<file path="config.mk">
export PLATFORM = sky130hd
export DESIGN_NAME = rsld_top
export DESIGN_NICKNAME = d
export VERILOG_FILES = /design/src/design/rsld_pkg.sv /design/src/design/rsld_top.sv /design/src/design/rsld_sync.sv /design/src/design/rsld_irq.sv
export VERILOG_INCLUDE_DIRS = /design/src /design/src/design
export SDC_FILE = /design/constraint.sdc
export NUM_CORES = 1
export LEC_CHECK = 0
export BUFFER_PORTS_ARGS = -buffer_cell sky130_fd_sc_hd__buf_2
export CAP_MARGIN = 20
export CORE_MARGIN = 2
export CORE_UTILIZATION = 43
export DETAILED_ROUTE_END_ITERATION = 7
export HOLD_SLACK_MARGIN = 0.12
export PLACE_DENSITY_LB_ADDON = 0.08
export SYNTH_ARGS = -nofsm -noshare
export SYNTH_HDL_FRONTEND = slang
export SYNTH_HIERARCHICAL = 1
export SYNTH_SLANG_ARGS = --single-unit
</file>
<file path="constraint.sdc">
create_clock -name i_clk -period 2.6 [get_ports i_clk]
set_input_delay 0.78 -clock i_clk [delete_from_list [all_inputs] [get_ports i_clk]]
set_output_delay 0.78 -clock i_clk [all_outputs]
set_load 0.005 [all_outputs]
</file>
<file path="src/design/rsld_defs.svh">
/*
  constants of the reset source and supply level detector block:
  register offsets, field positions, reset values and timing counts.
  assumes inclusion by the package and the design modules.
*/
`ifndef RSLD_DEFS_SVH
`define RSLD_DEFS_SVH

// register byte offsets on the apb slave
`define RSLD_OFF_DET_CTRL 32'h0000_0000
`define RSLD_OFF_BT_CTRL 32'h0000_0004
`define RSLD_OFF_IRQ_STAT 32'h0000_0008
`define RSLD_OFF_IRQ_MASK 32'h0000_000c
`define RSLD_OFF_RST_STAT 32'h0000_0010

// detector_control_reg fields
`define RSLD_DET_EN_BIT 7
`define RSLD_DET_FLAG_BIT 5
`define RSLD_DET_LVL_MSB 1
`define RSLD_DET_LVL_LSB 0
`define RSLD_DET_EN_RST 1'h0
`define RSLD_DET_LVL_RST 2'h0

// basic_timer_control_reg fields
`define RSLD_BT_KEY_MSB 7
`define RSLD_BT_KEY_LSB 4
`define RSLD_BT_STAB_MSB 3
`define RSLD_BT_STAB_LSB 0
`define RSLD_BT_WDT_OFF_KEY 4'ha
`define RSLD_BT_STAB_RST 4'h0
`define RSLD_BT_WDT_OFF_RST 1'h0

// interrupt status and mask bits
`define RSLD_IRQ_W 2
`define RSLD_IRQ_LOW 0
`define RSLD_IRQ_OK 1
`define RSLD_IRQ_RST 2'h0

// reset status register bits
`define RSLD_RST_OPT_BIT 0
`define RSLD_RST_PIN_BIT 1
`define RSLD_RST_DROP_BIT 2
`define RSLD_RST_WOFF_BIT 3

// idle level of the external reset pin
`define RSLD_PIN_IDLE 1'h1

// watchdog reset stretch: time and derived cycles (rounded up)
`define RSLD_CLK_NS 10
`define RSLD_WDT_HOLD_NS 40
`define RSLD_WDT_HOLD_CYC ((`RSLD_WDT_HOLD_NS + `RSLD_CLK_NS - 1) / `RSLD_CLK_NS)

`endif

</file>
<file path="src/design/rsld_pkg.sv">
/*
  types of the reset source and supply level detector block.
  assumes rsld_defs.svh is on the include path.
*/
`include "rsld_defs.svh"

package rsld_pkg;

  // register selected by an apb address
  typedef enum logic [2:0] {
    RSLD_REG_DET,
    RSLD_REG_BT,
    RSLD_REG_STAT,
    RSLD_REG_MASK,
    RSLD_REG_RST,
    RSLD_REG_NONE
  } rsld_reg_t;

  // two-stage synchroniser state
  typedef struct packed {
    logic s1;
    logic s2;
  } rsld_sync_t;

  // interrupt status and mask state
  typedef struct packed {
    logic [`RSLD_IRQ_W-1:0] stat;
    logic [`RSLD_IRQ_W-1:0] mask;
  } rsld_irq_t;

  // top-level state
  typedef struct packed {
    logic opt;
    logic sys_rst;
    logic [2:0] hold;
    logic det_en;
    logic [1:0] det_lvl;
    logic flag;
    logic [3:0] bt_stab;
    logic wdt_off;
    logic [31:0] prdata;
    logic pready;
    logic pslverr;
    logic irq;
  } rsld_top_t;

endpackage

</file>
<file path="src/design/rsld_top.sv">
/*
  reset source combiner and supply level detector with an apb slave.
  assumes comparator outputs and the option bit are synchronous to i_clk.
*/
`timescale 1ns/1ps
`include "rsld_defs.svh"

module rsld_top (
  // clock and reset
  input wire logic i_clk,
  input wire logic i_reset,
  // apb slave
  input wire logic i_psel,
  input wire logic i_penable,
  input wire logic i_pwrite,
  input wire logic [31:0] i_paddr,
  input wire logic [31:0] i_pwdata,
  output logic [31:0] o_prdata,
  output logic o_pready,
  output logic o_pslverr,
  // reset sources
  input wire logic i_ext_reset_n_pin,
  input wire logic i_opt_drop_reset_sel,
  input wire logic i_wdt_overflow,
  input wire logic i_drop_below,
  // supply level detector comparator
  input wire logic i_det_below,
  output logic o_det_enable,
  output logic [1:0] o_det_level,
  // system outputs
  output logic o_sys_reset,
  output logic o_irq
);

  rsld_pkg::rsld_top_t q, d;

  logic pin_sync;
  logic pin_low;
  logic wdt_fire;
  logic clr;
  logic setup;
  logic access;
  logic wr;
  rsld_pkg::rsld_reg_t sel;
  logic [`RSLD_IRQ_W-1:0] irq_stat;
  logic [`RSLD_IRQ_W-1:0] irq_mask;
  logic [`RSLD_IRQ_W-1:0] irq_event;
  logic [`RSLD_IRQ_W-1:0] irq_clear;
  logic mask_we;
  logic [31:0] rdata;

  // address decode, used for reads and writes
  function automatic rsld_pkg::rsld_reg_t rsld_decode(input logic [31:0] addr);
    case (addr)
      `RSLD_OFF_DET_CTRL: rsld_decode = rsld_pkg::RSLD_REG_DET;
      `RSLD_OFF_BT_CTRL: rsld_decode = rsld_pkg::RSLD_REG_BT;
      `RSLD_OFF_IRQ_STAT: rsld_decode = rsld_pkg::RSLD_REG_STAT;
      `RSLD_OFF_IRQ_MASK: rsld_decode = rsld_pkg::RSLD_REG_MASK;
      `RSLD_OFF_RST_STAT: rsld_decode = rsld_pkg::RSLD_REG_RST;
      default: rsld_decode = rsld_pkg::RSLD_REG_NONE;
    endcase
  endfunction

  // external pin into the clock domain
  rsld_sync u_pin_sync (
    .i_clk(i_clk),
    .i_reset(i_reset),
    .i_async(i_ext_reset_n_pin),
    .o_sync(pin_sync)
  );

  // sticky events and mask
  rsld_irq u_irq (
    .i_clk(i_clk),
    .i_reset(clr),
    .i_event(irq_event),
    .i_clear(irq_clear),
    .i_mask_we(mask_we),
    .i_mask_wdata(i_pwdata[`RSLD_IRQ_W-1:0]),
    .o_status(irq_stat),
    .o_mask(irq_mask)
  );

  // bus phases and reset sources
  always_comb begin
    pin_low = ~pin_sync;
    wdt_fire = i_wdt_overflow & ~q.wdt_off;
    clr = i_reset | q.sys_rst;
    setup = i_psel & ~i_penable;
    access = i_psel & i_penable & q.pready;
    sel = rsld_decode(i_paddr);
    wr = access & i_pwrite & ~q.pslverr;
    mask_we = wr & (sel == rsld_pkg::RSLD_REG_MASK);
    irq_clear = (wr && sel == rsld_pkg::RSLD_REG_STAT) ? i_pwdata[`RSLD_IRQ_W-1:0] : `RSLD_IRQ_RST;
    irq_event[`RSLD_IRQ_LOW] = q.det_en & i_det_below;
    irq_event[`RSLD_IRQ_OK] = q.flag & ~i_det_below & q.det_en;
  end

  // read data mux
  always_comb begin
    rdata = 32'h0000_0000;
    case (sel)
      rsld_pkg::RSLD_REG_DET: begin
        rdata[`RSLD_DET_EN_BIT] = q.det_en;
        rdata[`RSLD_DET_FLAG_BIT] = q.flag;
        rdata[`RSLD_DET_LVL_MSB:`RSLD_DET_LVL_LSB] = q.det_lvl;
      end
      rsld_pkg::RSLD_REG_BT: begin
        rdata[`RSLD_BT_STAB_MSB:`RSLD_BT_STAB_LSB] = q.bt_stab;
      end
      rsld_pkg::RSLD_REG_STAT: rdata[`RSLD_IRQ_W-1:0] = irq_stat;
      rsld_pkg::RSLD_REG_MASK: rdata[`RSLD_IRQ_W-1:0] = irq_mask;
      rsld_pkg::RSLD_REG_RST: begin
        rdata[`RSLD_RST_OPT_BIT] = q.opt;
        rdata[`RSLD_RST_PIN_BIT] = pin_low;
        rdata[`RSLD_RST_DROP_BIT] = i_drop_below;
        rdata[`RSLD_RST_WOFF_BIT] = q.wdt_off;
      end
      default: rdata = 32'h0000_0000;
    endcase
  end

  // next state
  always_comb begin
    d = q;
    // option bit caught while power-on reset is held
    if (i_reset) begin
      d.opt = i_opt_drop_reset_sel;
    end
    // watchdog stretch counter
    if (wdt_fire) begin
      d.hold = 3'(`RSLD_WDT_HOLD_CYC);
    end else if (q.hold != 3'h0) begin
      d.hold = q.hold - 3'h1;
    end
    // power-on reset empties the stretch counter, which has no other reset
    if (i_reset) begin
      d.hold = 3'h0;
    end
    // merged system reset, source chosen by the option bit
    d.sys_rst = i_reset | (~q.opt & pin_low) | (q.opt & i_drop_below)
      | wdt_fire | (q.hold != 3'h0);
    // flag tracks the comparator, never the bus
    d.flag = q.det_en & i_det_below;
    d.irq = |(irq_stat & irq_mask);
    // apb: answer prepared in setup, ready in access
    if (setup) begin
      d.pready = 1'h1;
      d.prdata = rdata;
      d.pslverr = (sel == rsld_pkg::RSLD_REG_NONE);
    end else if (access) begin
      d.pready = 1'h0;
    end
    // register writes
    if (wr && sel == rsld_pkg::RSLD_REG_DET) begin
      d.det_en = i_pwdata[`RSLD_DET_EN_BIT];
      d.det_lvl = i_pwdata[`RSLD_DET_LVL_MSB:`RSLD_DET_LVL_LSB];
    end
    if (wr && sel == rsld_pkg::RSLD_REG_BT) begin
      d.bt_stab = i_pwdata[`RSLD_BT_STAB_MSB:`RSLD_BT_STAB_LSB];
      d.wdt_off = (i_pwdata[`RSLD_BT_KEY_MSB:`RSLD_BT_KEY_LSB] == `RSLD_BT_WDT_OFF_KEY);
    end
    // any reset restores control defaults
    if (clr) begin
      d.det_en = `RSLD_DET_EN_RST;
      d.det_lvl = `RSLD_DET_LVL_RST;
      d.bt_stab = `RSLD_BT_STAB_RST;
      d.wdt_off = `RSLD_BT_WDT_OFF_RST;
      d.pready = 1'h0;
      d.pslverr = 1'h0;
      d.prdata = 32'h0000_0000;
    end
  end

  // state register
  always_ff @(posedge i_clk) begin
    q <= d;
  end

  // outputs straight from flops
  assign o_sys_reset = q.sys_rst;
  assign o_det_enable = q.det_en;
  assign o_det_level = q.det_lvl;
  assign o_prdata = q.prdata;
  assign o_pready = q.pready;
  assign o_pslverr = q.pslverr;
  assign o_irq = q.irq;
endmodule

</file>
<file path="src/design/rsld_sync.sv">
/*
  two flip-flop synchroniser for the external reset pin.
  assumes the pin already passed the schmitt-trigger pad.
*/
`timescale 1ns/1ps
`include "rsld_defs.svh"

module rsld_sync (
  // clock and reset
  input wire logic i_clk,
  input wire logic i_reset,
  // pin and synced level
  input wire logic i_async,
  output logic o_sync
);

  rsld_pkg::rsld_sync_t q, d;

  // shift chain, first stage read only by the second
  always_comb begin
    d.s1 = i_async;
    d.s2 = q.s1;
  end

  // reset to the asserted level, so a pin still held low shows no two-cycle release
  always_ff @(posedge i_clk) begin
    if (i_reset) begin
      q.s1 <= ~`RSLD_PIN_IDLE;
      q.s2 <= ~`RSLD_PIN_IDLE;
    end else begin
      q <= d;
    end
  end

  assign o_sync = q.s2;

endmodule

</file>
<file path="src/design/rsld_irq.sv">
/*
  sticky interrupt status with write-one-to-clear and a mask.
  assumes clears are single-clock synchronous pulses and events are synchronous levels or pulses.
*/
`timescale 1ns/1ps
`include "rsld_defs.svh"

module rsld_irq (
  // clock and reset
  input wire logic i_clk,
  input wire logic i_reset,
  // events and software access
  input wire logic [`RSLD_IRQ_W-1:0] i_event,
  input wire logic [`RSLD_IRQ_W-1:0] i_clear,
  input wire logic i_mask_we,
  input wire logic [`RSLD_IRQ_W-1:0] i_mask_wdata,
  // state
  output logic [`RSLD_IRQ_W-1:0] o_status,
  output logic [`RSLD_IRQ_W-1:0] o_mask
);

  rsld_pkg::rsld_irq_t q, d;

  // set beats clear in the same cycle
  always_comb begin
    d = q;
    d.stat = (q.stat & ~i_clear) | i_event;
    if (i_mask_we) begin
      d.mask = i_mask_wdata;
    end
  end

  always_ff @(posedge i_clk) begin
    if (i_reset) begin
      q.stat <= `RSLD_IRQ_RST;
      q.mask <= `RSLD_IRQ_RST;
    end else begin
      q <= d;
    end
  end

  assign o_status = q.stat;
  assign o_mask = q.mask;

endmodule

</file>
==> run summary <==
Status - complete, no violations
Layout Nets - 336
Synth area leaders - dfxtp_1 (31%), buf_4 (14%), mux2i_1 (5.5%)
Cells after synthesis - 201
Initial antenna violation count - 0
Ant. Diodes - 0
CTS tree - done
Pins Over Slew Limit - 0
Final GP Congestion - 0.792
YS warnings - 6
Netlist cell types - 44
Tightest Hold Check Type - reg2reg
DRT iter0 DRCs - 50
# setup viols final - 0
Port Buffers - 62
# DRC - 0
Clock Latency Late Sink - 0.28 ns
Maximum vdd drop - 0.199 mV
Die area - 0.00477 sq mm
CP Data Required Time - 2.76 ns
# resized after CTS - 0
Crit end category - register
Grt ovf - 0
Post-CTS Setup Bufs - 0
Worst clock skew - 0.00342 ns
Post-layout min period - 2.00 ns
Vias in the first global route - 1414
Cell Rows - 23
F_max - 0.500 GHz
GRT Overall Usage - 16.4%
EDFF count, synth - 1
Fillers - 418
Cts hold-fix bufs - 0
LEAKAGE - 0.952 nW
Placed Area - 0.00201 sq mm
Post-DR vias/cell - 4.80
Cell Pwr Density - 464 mW/mm^2
Post-DP HPWL - 3.06 mm
CTS HTree Levels - 2
Sequential cell area fraction in the yosys report - 32.5%
Max incr delay on CP - 0.32 ns
CP Launch Type - input port
Most frequent cell after synthesis - buf_4
Routed length per instance - 12.0 um
Routed WL - 3.73 mm
Yosys top cell area share - 30.8%
Final period utilization - 76.9%
Die X - 69.0 um
Worst Path Arrival - 2.16 ns
First-pass GRT wire length - 6.35 mm
Total CTS buffers - 5
Layout cells sized above 1 - 33.8%
Longest Clk Path Bufs - 2
Die Y - 69.0 um
Boundary pin count - 113
Yosys top cell by area - dfxtp_1
Setup_tns - 0 ns
Root buffer cell - clkbuf_8
Asr flop ratio synth - 0%
CTS sink count - 29
Max-cap violation count - 0
Syn_area_per_cell - 9.05 sq um
Final instance area - 0.00211 sq mm
Post-Synthesis Cell Area - 0.00182 sq mm
CP Class - in2reg
Slowest-stage cell, CP - nor3_1
Tot Pwr - 0.000981 W
Post-synth top cells - buf_4 (34), dfxtp_1 (28), nand2_1 (14), nor2_1 (14)
First-pass detailed-route iteration total - 4
Seq cells post-synth - 29
Core Region - 0.00403 sq mm
Layout area overhead - 16.2%
Reg clk slew, reported paths - 0.06 ns
Antenna-violating nets left - 0
Starting density of the core - 45.2%
Ys flop type - dfxtp_1
Crit-path max FO - 3
Total number of vias - 1489
RSZ-0062 raised after global routing - false
Crit-path cells - buf_2, nor4_2, and4_1, nand2_4, nor3_1, mux2i_1, nor2_1
Final Hold Viols - 0
Largest net degree at the start of global routing - 13
## layer usage
metal	wire length, um	track usage, %	share of wire [%]	up-vias
li1	-	-	-	768
met1	1650	20.4	44	634
met2	1670	26.7	45	80
met3	343	4.39	9.2	7
met4	72	7.19	1.9	0
met5	0	0	0	-
## power by group
part / switching, W / leakage [nW] / internal (W) / total [W]
clock: 0.000167 / 0.0542 / 0.000239 / 0.000406
sequential: 0.00000523 / 0.236 / 0.000455 / 0.000460
combinational: 0.0000632 / 0.662 / 0.0000516 / 0.000115
## per-stage QoR
step | util (%) | setup slack (ns) | hold slack [ns] | instances
detailed placement | 50.0 | 0.301 | 0.435 | 302
finish | 52.5 | 0.600 | 0.435 | 310
floorplan | - | 0.415 | 0.414 | 226
global placement | 50.0 | 0.310 | 0.421 | 302
global route | 52.5 | 0.438 | 0.454 | 310
CTS | 52.5 | 0.605 | 0.439 | 310
## path summary, 6_finish.rpt
path,startpoint,to,slack (ns),depth (start not counted)
worst min register to register,u_pin_sync/d[0],u_pin_sync/o_sync,0.44,1
worst max register to register,o_pslverr,u_irq/o_mask[0],1.09,6
worst max-delay path,i_paddr[10],u_irq/o_mask[0],0.60,7
worst min-delay path,u_pin_sync/d[0],u_pin_sync/o_sync,0.44,1
## placed cells by master, fill, tap and decap left out, types with 3 or more instances in the layout
cell and n:
inv_1 10, ha_1 3, nor2_1 14, nor4_4 4, buf_2 62, nor2b_1 4
nand2b_1 7, o31ai_1 3, nor4b_2 4, conb_1 26, a32o_1 3, clkbuf_8 7
nand2_1 14, nand3_1 4, o21ai_0 8, buf_4 3, a21oi_1 8, dfxtp_1 28
nand4_1 10, nor3_1 3, mux2i_1 10
## kinds of logic (layout without fill, tap and decap cells)
group | Yosys count | in the layout | share of synthesized area [%]
other | 1 | 26 | 0.206
AOI/OAI and AO/OA | 27 | 27 | 9.49
DFF | 29 | 29 | 32.5
buffers and inverters | 49 | 83 | 18.3
and+or+nand+nor | 80 | 80 | 30.9
muxes | 11 | 11 | 6.12
xor gates and xnor gates | 1 | 1 | 0.482
adders and majority gates | 3 | 3 | 2.06
## state kept, by name, indices dropped and copies added (netlist names)
| signal | count |
|---|---|
| u_irq/o_mask | 2 |
| o_sys_reset | 1 |
| o_irq | 1 |
| o_pslverr | 1 |
| q | 10 |
| o_pready | 1 |
| u_irq/o_status | 2 |
| u_pin_sync/o_sync | 1 |
| o_prdata | 6 |
| o_det_enable | 1 |
| u_pin_sync/d | 1 |
| o_det_level | 2 |
## critical path: cells and delay by family
| family | cells | cell delay (ns) |
|---|---|---|
| simple gates | 5 | 1.05 |
| mux | 1 | 0.23 |
| buf+inv | 1 | 0.10 |
## area by class of cell
cell class	instances	area [sq um]	share of cell area, %
multi-input combinational	148	990	46.8
sequential	29	591	27.9
timing repair buffer	65	333	15.7
clock buffer	7	96.3	4.56
tap	50	62.6	2.96
inverter	10	37.5	1.78
clock inverter	1	5.00	0.237
(Power assumes the default switching activity.)
